[config.mk]
export PLATFORM = sky130hd
export DESIGN_NAME = gfc_device_flat
export DESIGN_NICKNAME = d
export VERILOG_FILES = /design/src/gfc_pkg.sv /design/src/gfc_link_if.sv /design/src/gfc_device.sv /design/src/flat_wrapper.sv
export SDC_FILE = /design/constraint.sdc
export NUM_CORES = 1
export LEC_CHECK = 0
export ABC_AREA = 1
export ABC_CLOCK_PERIOD_IN_PS = 3490
export BUFFER_PORTS_ARGS = -buffer_cell sky130_fd_sc_hd__buf_2
export CAP_MARGIN = 20
export CORE_MARGIN = 4
export CORE_UTILIZATION = 30
export CTS_CLUSTER_DIAMETER = 50
export DETAILED_ROUTE_END_ITERATION = 7
export PLACE_DENSITY = 0.45
export RECOVER_POWER = 25
export SLEW_MARGIN = 20
export SYNTH_ARGS = -nofsm -noshare
export SYNTH_HDL_FRONTEND = slang
export SYNTH_SLANG_ARGS = --single-unit
[constraint.sdc]
create_clock -name clk_sys_in -period 3.49 [get_ports clk_sys_in]
set_input_delay 0.698 -clock clk_sys_in [delete_from_list [all_inputs] [get_ports clk_sys_in]]
set_output_delay 0.698 -clock clk_sys_in [all_outputs]
set_load 0.01 [all_outputs]
[src/gfc_pkg.sv]
package gfc_pkg;
   // clocking
   localparam int unsigned GFC_CLK_HZ = 40_000_000;
   localparam int unsigned GFC_REF_DIV = 5;
   localparam int unsigned GFC_TB_HZ = 2_000_000;
   // gate times in microseconds, counted in timebase ticks
   localparam int unsigned GFC_GATE_US_10HZ = 200_000;
   localparam int unsigned GFC_GATE_US_100HZ = 20_000;
   localparam int unsigned GFC_GATE_US_COARSE = 2_000;
   localparam int unsigned GFC_GATE_TICKS_10HZ = GFC_GATE_US_10HZ * (GFC_TB_HZ / 1_000_000);
   localparam int unsigned GFC_GATE_TICKS_100HZ = GFC_GATE_US_100HZ * (GFC_TB_HZ / 1_000_000);
   localparam int unsigned GFC_GATE_TICKS_COARSE = GFC_GATE_US_COARSE * (GFC_TB_HZ / 1_000_000);
   // resolution codes, decade steps
   typedef enum logic [2:0] {
      GFC_RES_10HZ = 3'h0,
      GFC_RES_100HZ = 3'h1,
      GFC_RES_1KHZ = 3'h2,
      GFC_RES_10KHZ = 3'h3,
      GFC_RES_100KHZ = 3'h4,
      GFC_RES_1MHZ = 3'h5
   } gfc_res_t;
   // host register map
   localparam logic [3:0] GFC_REG_CTRL = 4'h0;
   localparam logic [3:0] GFC_REG_STATUS = 4'h1;
   localparam logic [3:0] GFC_REG_MASK = 4'h2;
   localparam logic [3:0] GFC_REG_PRESC = 4'h3;
   localparam logic [3:0] GFC_REG_TIMER = 4'h4;
   // ctrl fields
   localparam int unsigned GFC_CTRL_START = 0;
   localparam int unsigned GFC_CTRL_FCMODE = 1;
   localparam int unsigned GFC_CTRL_ACK = 2;
   localparam int unsigned GFC_CTRL_ALT = 3;
   localparam int unsigned GFC_CTRL_RES_LO = 4;
   // status/mask fields
   localparam int unsigned GFC_ST_DONE = 0;
   localparam int unsigned GFC_ST_OVF = 1;
   localparam int unsigned GFC_ST_FETCHED = 2;
   localparam logic [7:0] GFC_CTRL_RESET = 8'h02;
endpackage : gfc_pkg

[src/gfc_link_if.sv]
interface gfc_link_if;
   logic gate_pulse;
   logic overflow_irq;
   logic count_done_irq;
   logic count_irq_ack;
   logic prescaler_read_n;
   logic timer_select_n;
   logic timer_read_n;
   logic [15:0] dev_bus_data;
   logic dev_bus_oe;
   logic fc_mode;
   logic alt_sel;
   logic [2:0] resolution;
   logic start;
   // shared data bus level as seen by the host
   wire [15:0] shared_data_bus = dev_bus_oe ? dev_bus_data : 16'h0000;
   modport device (
      output gate_pulse, overflow_irq, count_done_irq, dev_bus_data, dev_bus_oe,
      input count_irq_ack, prescaler_read_n, timer_select_n, timer_read_n,
      input fc_mode, alt_sel, resolution, start
   );
   modport host (
      input gate_pulse, overflow_irq, count_done_irq, shared_data_bus,
      output count_irq_ack, prescaler_read_n, timer_select_n, timer_read_n,
      output fc_mode, alt_sel, resolution, start
   );
endinterface : gfc_link_if

[src/gfc_device.sv]
// Overview of operation
// - divide 10 MHz reference by five
// - timebase muxed into channel two gate
// - resolution setting in decades 10 Hz-1 MHz
// - gate 200 ms, 20 ms, else 2 ms
// - input edges pass only during gate
// - two four-bit stages form eight-bit prescaler
// - prescaler msb clocks timer channel zero
// - channel zero overflow sets overflow flag
// - gate end sets done flag while ack high
// - prescaler read strobe drives prescaler bits
// - select plus read drives timer count
// - ack low clears done flag
// - measured input nominally 5.35 MHz
module gfc_device #(
   parameter int unsigned TIMER_W = 16
) (
   input wire logic clk_sys_in,
   input wire logic sys_rst_in,
   input wire logic ref_clk_in,
   input wire logic alt_clk_in,
   input wire logic measured_input_in,
   gfc_link_if.device link
);
   import gfc_pkg::*;
   // timer width limits: below 8 the readback packing breaks,
   // above 16 the shared bus cannot carry the count in one word
   if (TIMER_W < 8 || TIMER_W > 16) begin : g_bad_width
      $error("timer width out of range");
   end
   // general notes for whoever touches this block next:
   // - every pin is sampled by the system clock, so the reference,
   //   the alternate source and the measured input must each stay
   //   well below half the system rate
   // - all counting happens on enable pulses, never on derived clocks,
   //   so the whole block stays in one timing domain
   // - the gate, the prescaler and the timer restart together at
   //   each start; a start while the gate is open is ignored
   // pin synchronisers, two flops each
   // third flop only remembers the previous settled level,
   // so edge detection never reads a metastable first stage
   // reset value matches the idle low level of every pin,
   // so no false edge follows reset
   logic [2:0] s1_q, s2_q, s3_q;
   always_ff @(posedge clk_sys_in) begin
      if (sys_rst_in) begin
         s1_q <= 3'h0;
         s2_q <= 3'h0;
         s3_q <= 3'h0;
      end else begin
         s1_q <= {measured_input_in, alt_clk_in, ref_clk_in};
         s2_q <= s1_q;
         s3_q <= s2_q;
      end
   end
   wire ref_rise = s2_q[0] & ~s3_q[0];
   wire alt_rise = s2_q[1] & ~s3_q[1];
   wire meas_rise = s2_q[2] & ~s3_q[2];
   // reference divide by five into timebase enable
   // wrap pulse lasts one system cycle and is the timebase tick
   // divider restarts only on reset; ticks keep running between gates
   logic [2:0] div_q;
   wire div_wrap = ref_rise && (div_q == 3'(GFC_REF_DIV - 1));
   always_ff @(posedge clk_sys_in) begin
      if (sys_rst_in) div_q <= 3'h0;
      else if (ref_rise) div_q <= div_wrap ? 3'h0 : div_q + 3'h1;
   end
   // source mux: timebase in count mode, alternate otherwise
   wire timer_ch2_clock = link.fc_mode ? div_wrap : alt_rise;
   // gate length from resolution; coarse settings share 2 ms
   logic [18:0] gate_len;
   always_comb begin
      case (link.resolution)
         GFC_RES_10HZ: gate_len = 19'(GFC_GATE_TICKS_10HZ);
         GFC_RES_100HZ: gate_len = 19'(GFC_GATE_TICKS_100HZ);
         default: gate_len = 19'(GFC_GATE_TICKS_COARSE);
      endcase
   end
   // channel two one-shot: gate high for gate_len timebase ticks
   typedef enum logic [1:0] {
      GFC_G_IDLE = 2'b01,
      GFC_G_OPEN = 2'b10
   } gfc_gate_t;
   gfc_gate_t g_q, g_d;
   logic [18:0] gcnt_q;
   logic gate_q;
   wire gate_last = timer_ch2_clock && (gcnt_q == 19'h1);
   // next state: start opens, last timebase tick closes
   always_comb begin
      case (g_q)
         GFC_G_IDLE: g_d = link.start ? GFC_G_OPEN : GFC_G_IDLE;
         GFC_G_OPEN: g_d = gate_last ? GFC_G_IDLE : GFC_G_OPEN;
         default: g_d = GFC_G_IDLE;
      endcase
   end
   always_ff @(posedge clk_sys_in) begin
      if (sys_rst_in) g_q <= GFC_G_IDLE;
      else g_q <= g_d;
   end
   // tick counter loaded at open; gate length is fixed at that moment
   always_ff @(posedge clk_sys_in) begin
      if (sys_rst_in) gcnt_q <= 19'h0;
      else if (link.start && !gate_q) gcnt_q <= gate_len;
      else if (gate_q && timer_ch2_clock) gcnt_q <= gcnt_q - 19'h1;
   end
   assign gate_q = (g_q == GFC_G_OPEN);
   assign link.gate_pulse = gate_q;
   // gated input; counters cleared at each gate start
   wire gated_edge = meas_rise & gate_q;
   wire gate_start = link.start & ~gate_q;
   logic [7:0] presc_q;
   logic [TIMER_W-1:0] t0_q;
   logic t0_out_q;
   wire timer_ch0_clock = gated_edge && (presc_q == 8'hff); // msb falls
   // two cascaded four-bit stages; upper steps when the lower is full
   logic [3:0] nib_q [2];
   logic [1:0] nib_en;
   assign nib_en[0] = gated_edge;
   assign nib_en[1] = gated_edge & (nib_q[0] == 4'hf);
   for (genvar g = 0; g < 2; g++) begin : g_nib
      always_ff @(posedge clk_sys_in) begin
         if (sys_rst_in || gate_start) nib_q[g] <= 4'h0;
         else if (nib_en[g]) nib_q[g] <= nib_q[g] + 4'h1;
      end
   end
   // all eight stage bits stay visible for readback
   assign presc_q = {nib_q[1], nib_q[0]};
   always_ff @(posedge clk_sys_in) begin
      if (sys_rst_in || gate_start) begin
         t0_q <= '0;
         t0_out_q <= 1'b0;
      end else if (timer_ch0_clock) begin
         t0_q <= t0_q + 1'b1;
         if (&t0_q) t0_out_q <= 1'b1;
      end
   end
   // flags: overflow sticky until next gate; done follows gate fall
   logic ovf_q, done_q, gate_d1_q;
   wire gate_fall = gate_d1_q & ~gate_q;
   always_ff @(posedge clk_sys_in) begin
      if (sys_rst_in) begin
         ovf_q <= 1'b0;
         done_q <= 1'b0;
         gate_d1_q <= 1'b0;
      end else begin
         gate_d1_q <= gate_q;
         // start also clears the timer output, but only one cycle later, so the two can be high together;
         // without start first, the still-high output would re-set the flag at the start edge and keep it set through the new gate
         if (gate_start) ovf_q <= 1'b0;
         else if (t0_out_q) ovf_q <= 1'b1;
         if (!link.count_irq_ack) done_q <= 1'b0; // clear held while ack low
         else if (gate_fall) done_q <= 1'b1;
      end
   end
   assign link.overflow_irq = ovf_q;
   assign link.count_done_irq = done_q;
   // read-back onto the shared bus, registered
   // data and enable lag the strobe by one cycle; the host must
   // hold its strobe at least two cycles and sample in the second
   // prescaler read wins if both strobes are low at once
   // bus word is zero whenever nothing is driven, matching the
   // pull-down level that the host sees on a released bus
   wire rd_presc = ~link.prescaler_read_n;
   wire rd_timer = ~link.timer_select_n & ~link.timer_read_n;
   logic [15:0] bus_q;
   logic oe_q;
   always_ff @(posedge clk_sys_in) begin
      if (sys_rst_in) begin
         bus_q <= 16'h0;
         oe_q <= 1'b0;
      end else begin
         oe_q <= rd_presc | rd_timer;
         bus_q <= rd_presc ? {8'h0, presc_q} : (rd_timer ? 16'(t0_q) : 16'h0);
      end
   end
   assign link.dev_bus_data = bus_q;
   assign link.dev_bus_oe = oe_q;
endmodule : gfc_device

[src/flat_wrapper.sv]
// flat-port wrapper written by rule: the top's interface ports become plain ports
module gfc_device_flat import gfc_pkg::*;
#(
   parameter int unsigned TIMER_W = 16
)
  (clk_sys_in, sys_rst_in, ref_clk_in, alt_clk_in, measured_input_in, link_gate_pulse, link_overflow_irq, link_count_done_irq, link_dev_bus_data, link_dev_bus_oe, link_count_irq_ack, link_prescaler_read_n, link_timer_select_n, link_timer_read_n, link_fc_mode, link_alt_sel, link_resolution, link_start);
  gfc_link_if link_i ();
  input wire logic clk_sys_in;
  input wire logic sys_rst_in;
  input wire logic ref_clk_in;
  input wire logic alt_clk_in;
  input wire logic measured_input_in;
  output wire logic [$bits(link_i.gate_pulse)-1:0] link_gate_pulse;
  output wire logic [$bits(link_i.overflow_irq)-1:0] link_overflow_irq;
  output wire logic [$bits(link_i.count_done_irq)-1:0] link_count_done_irq;
  output wire logic [$bits(link_i.dev_bus_data)-1:0] link_dev_bus_data;
  output wire logic [$bits(link_i.dev_bus_oe)-1:0] link_dev_bus_oe;
  input wire logic [$bits(link_i.count_irq_ack)-1:0] link_count_irq_ack;
  input wire logic [$bits(link_i.prescaler_read_n)-1:0] link_prescaler_read_n;
  input wire logic [$bits(link_i.timer_select_n)-1:0] link_timer_select_n;
  input wire logic [$bits(link_i.timer_read_n)-1:0] link_timer_read_n;
  input wire logic [$bits(link_i.fc_mode)-1:0] link_fc_mode;
  input wire logic [$bits(link_i.alt_sel)-1:0] link_alt_sel;
  input wire logic [$bits(link_i.resolution)-1:0] link_resolution;
  input wire logic [$bits(link_i.start)-1:0] link_start;
  assign link_gate_pulse = link_i.gate_pulse;
  assign link_overflow_irq = link_i.overflow_irq;
  assign link_count_done_irq = link_i.count_done_irq;
  assign link_dev_bus_data = link_i.dev_bus_data;
  assign link_dev_bus_oe = link_i.dev_bus_oe;
  assign link_i.count_irq_ack = link_count_irq_ack;
  assign link_i.prescaler_read_n = link_prescaler_read_n;
  assign link_i.timer_select_n = link_timer_select_n;
  assign link_i.timer_read_n = link_timer_read_n;
  assign link_i.fc_mode = link_fc_mode;
  assign link_i.alt_sel = link_alt_sel;
  assign link_i.resolution = link_resolution;
  assign link_i.start = link_start;
  gfc_device #(.TIMER_W(TIMER_W)) u_core (.clk_sys_in(clk_sys_in), .sys_rst_in(sys_rst_in), .ref_clk_in(ref_clk_in), .alt_clk_in(alt_clk_in), .measured_input_in(measured_input_in), .link(link_i));
endmodule
==> run metrics <==
status finished, final reports clean; CTS Sinks 78; Critical Path, Cell by Cell clkbuf_1 -> inv_1 -> nand3_1 -> clkbuf_1 -> o21ai_0; layout cells sized above 1 10.1%; WP depth 5; startpoint types input port; global-route wire length before repair 15000 µm; most numerous cell in the Yosys netlist nand2_1; WL met1 4370 µm; Synthesized Nets 536; core area 0.0120 mm²; Most used DFF post-synth dfxtp_1; critical path arrival 2570 ps; I/O Buffers 33; max layer used met4; Cell Pwr Density 527 mW/mm²; Clock Path Buffers 2; YS warnings 0; max-slew violation count 0; Layout Area Growth over Synthesis 18.3%; synth top area cells dfxtp_1 38%, nand2_1 9.8%, nor2_1 9.3%; WL met3 384 µm; I/O Pins 35; Routability Congestion 0.820; WL/cell 12.8 µm; Post-CTS Setup Repair Bufs 0; WP buf/inv 3; compound-gate portion of the synthesized area 10.6%; RR Startpoint u_core.div_q[0]$_SDFFE_PP0P_; hold crit path type reg -> reg; worst skew pair latency 340 ps; worst path required time 3660 ps; global route overflow 0; CP peak stage delay 790 ps; largest family of logic cells by synthesized area simple AND/OR/NAND/NOR gates; initial antenna violation count 0; drt pass-1 iters 4; EDFF count, synth 8; post_cts resized 0; Die Y 119 µm; worst-path fanout max 22; r2r endpoint u_core.gcnt_q[17]$_SDFFE_PP0P_; Synth Register Bits 78; die width 119 µm; Post-Syn Instances 512; Worst Reg2Reg Path Length in Cells 10; Worst Setup End Kind register; Slew @ Worst Pin 1110 ps; Starting DRT DRC Count 184; Initial Utilization 30.6%; Cell Area, Synth 0.00367 mm²; clock slew at reported path FFs 60 ps; post-route ant nets 0; GRT Total Usage 13.5%; Root Buffer clkbuf_16; number of global-route vias before repair 3026; Mapped Avg Cell Area 7.17 µm²; max cap viols 0; RSZ-0062 raised after global routing false; fmax 417 MHz; post-synthesis xor/xnor area fraction 2.38%; DRC violations left 0; sequential cell area 0.00164 mm²; vias per cell 4.68; DIE AREA 0.0141 mm²; Crit path top cell by count clkbuf_1; Critical path origin sys_rst_in; largest net degree at the start of global routing 23; endpoints failing setup 0; Max Clock Skew 6.50 ps; Simple-Gate Fraction of Synth Area 31.4%; Pleak 0.00177 µW; CP top delay family buffers and inverters; post-synthesis mux area share 0%; post-synth top area cell dfxtp_1; post-synth cell types 30; Antenna diodes 0; layout net count 573; Max VDD drop 0.261 mV; Synth top area share 38.1%; Synth Area in Adders 3.07%; Post-synth ARST share 0%; Post-Route WL 8930 µm; via count 3273; Filler cells 1310; Crit Path Class in -> reg; setup_tns 0 ps; DP Wirelength 6430 µm; slowest CP cell clkbuf_1; Commonest cells post-synth 96 x nand2_1, 91 x nor2_1, 70 x dfxtp_1; CTS H-tree depth 3; post-synthesis sequential area ratio 44.7%; Hold-fix buffers, CTS 0; endpoints failing hold 0; CTS tree built; # rows 40; slew margin rel. 26.3%; minimum clock period 2400 ps; clock buffers created by TritonCTS 9; worst hold slack 402 ps; period utilization 68.6%; Multi-input gate area 0.00174 mm²; met2 wire len 3970 µm; Setup crit end u_core.link.dev_bus_data[6]$_SDFF_PP0_; reg2reg setup slack 1260 ps
## state kept, by name, summed over array words and instances (netlist names)
name / flops
u_core.link.count_done_irq: 1
u_core.div_q: 3
u_core.gate_d1_q: 1
u_core.link.overflow_irq: 1
u_core.s2_q: 3
u_core.nib_q: 8
u_core.t0_q: 16
u_core.link.dev_bus_oe: 1
u_core.g_q: 2
u_core.s1_q: 3
u_core.link.dev_bus_data: 16
u_core.gcnt_q: 19
u_core.s3_q: 3
u_core.t0_out_q: 1
## per-layer routing
layer | global-route usage, % | vias to the layer above
li1 | - | 1722
met1 | 17.8 | 1490
met2 | 20.6 | 49
met3 | 2.87 | 12
met4 | 6.95 | 0
met5 | 0 | -
## per-stage QoR
step,cells,utilization [%],power (µW),area (µm²),setup slack [ps]
after floorplan,512,-,1120,3670,1890
after global placement,685,33.3,1170,4000,1140
after detailed placement,685,33.3,1170,4000,1180
after CTS,699,36.3,2330,4360,1280
after global routing,699,36.2,2400,4340,815
final,699,36.2,2290,4340,1090
## worst reg2reg max path, stage by stage, from the launching register on
cell,delay (ps)
dfxtp_1,370
inv_1,60
ha_1,190
nand2_1,100
inv_1,50
nand3_1,70
nand2_1,70
nand2_1,390
nand2_1,460
o21ai_0,290
a21oi_1,60
## layout make-up
cell class	instances	area share, %
sequential	78	37.8
inverter	66	5.70
tap	147	4.23
multi-input combinational	359	40.1
clock inverter	4	2.76
timing repair buffer	35	3.89
clock buffer	10	5.50
## kinds of logic after synthesis
family | count (synthesis)
buf+inv | 75
flops | 78
simple gates | 266
compound gates | 74
xor+xnor | 10
fa+ha+maj | 9
## cells in the final DEF, fill, tap and decap left out, types with 3 or more instances in the layout
master     instances
inv_1             64
ha_1               9
clkbuf_16          9
nand4_1           11
dfxtp_1           70
buf_2             30
nor2_4             3
xor2_1             8
nand3b_1           3
nor2_2             3
nand3_1           42
bufinv_16          4
a21oi_1           37
nor3_1            11
o21ai_0           29
nor2_1            91
edfxtp_1           8
clkbuf_1           5
nand2_1           96
## worst min-delay path by stage
stage	startpoint	end	slack, ps	cells after the start
CTS	u_core.s1_q[0]$_SDFF_PP0_	u_core.s2_q[0]$_SDFF_PP0_	410	2
finish	u_core.s1_q[1]$_SDFF_PP0_	u_core.s2_q[1]$_SDFF_PP0_	400	2
floorplan	u_core.s1_q[0]$_SDFF_PP0_	u_core.s2_q[0]$_SDFF_PP0_	390	2
global placement	u_core.s1_q[1]$_SDFF_PP0_	u_core.s2_q[1]$_SDFF_PP0_	390	2
detailed placement	u_core.s1_q[0]$_SDFF_PP0_	u_core.s2_q[0]$_SDFF_PP0_	400	2
global route	u_core.s1_q[0]$_SDFF_PP0_	u_core.s2_q[0]$_SDFF_PP0_	410	2
## power by group
group          switching, µW  total, µW  internal, µW
Clock                    360       1140           782
Sequential              26.2        962           936
Combinational            122        187          65.2
Power figures use the tool's default switching activity.
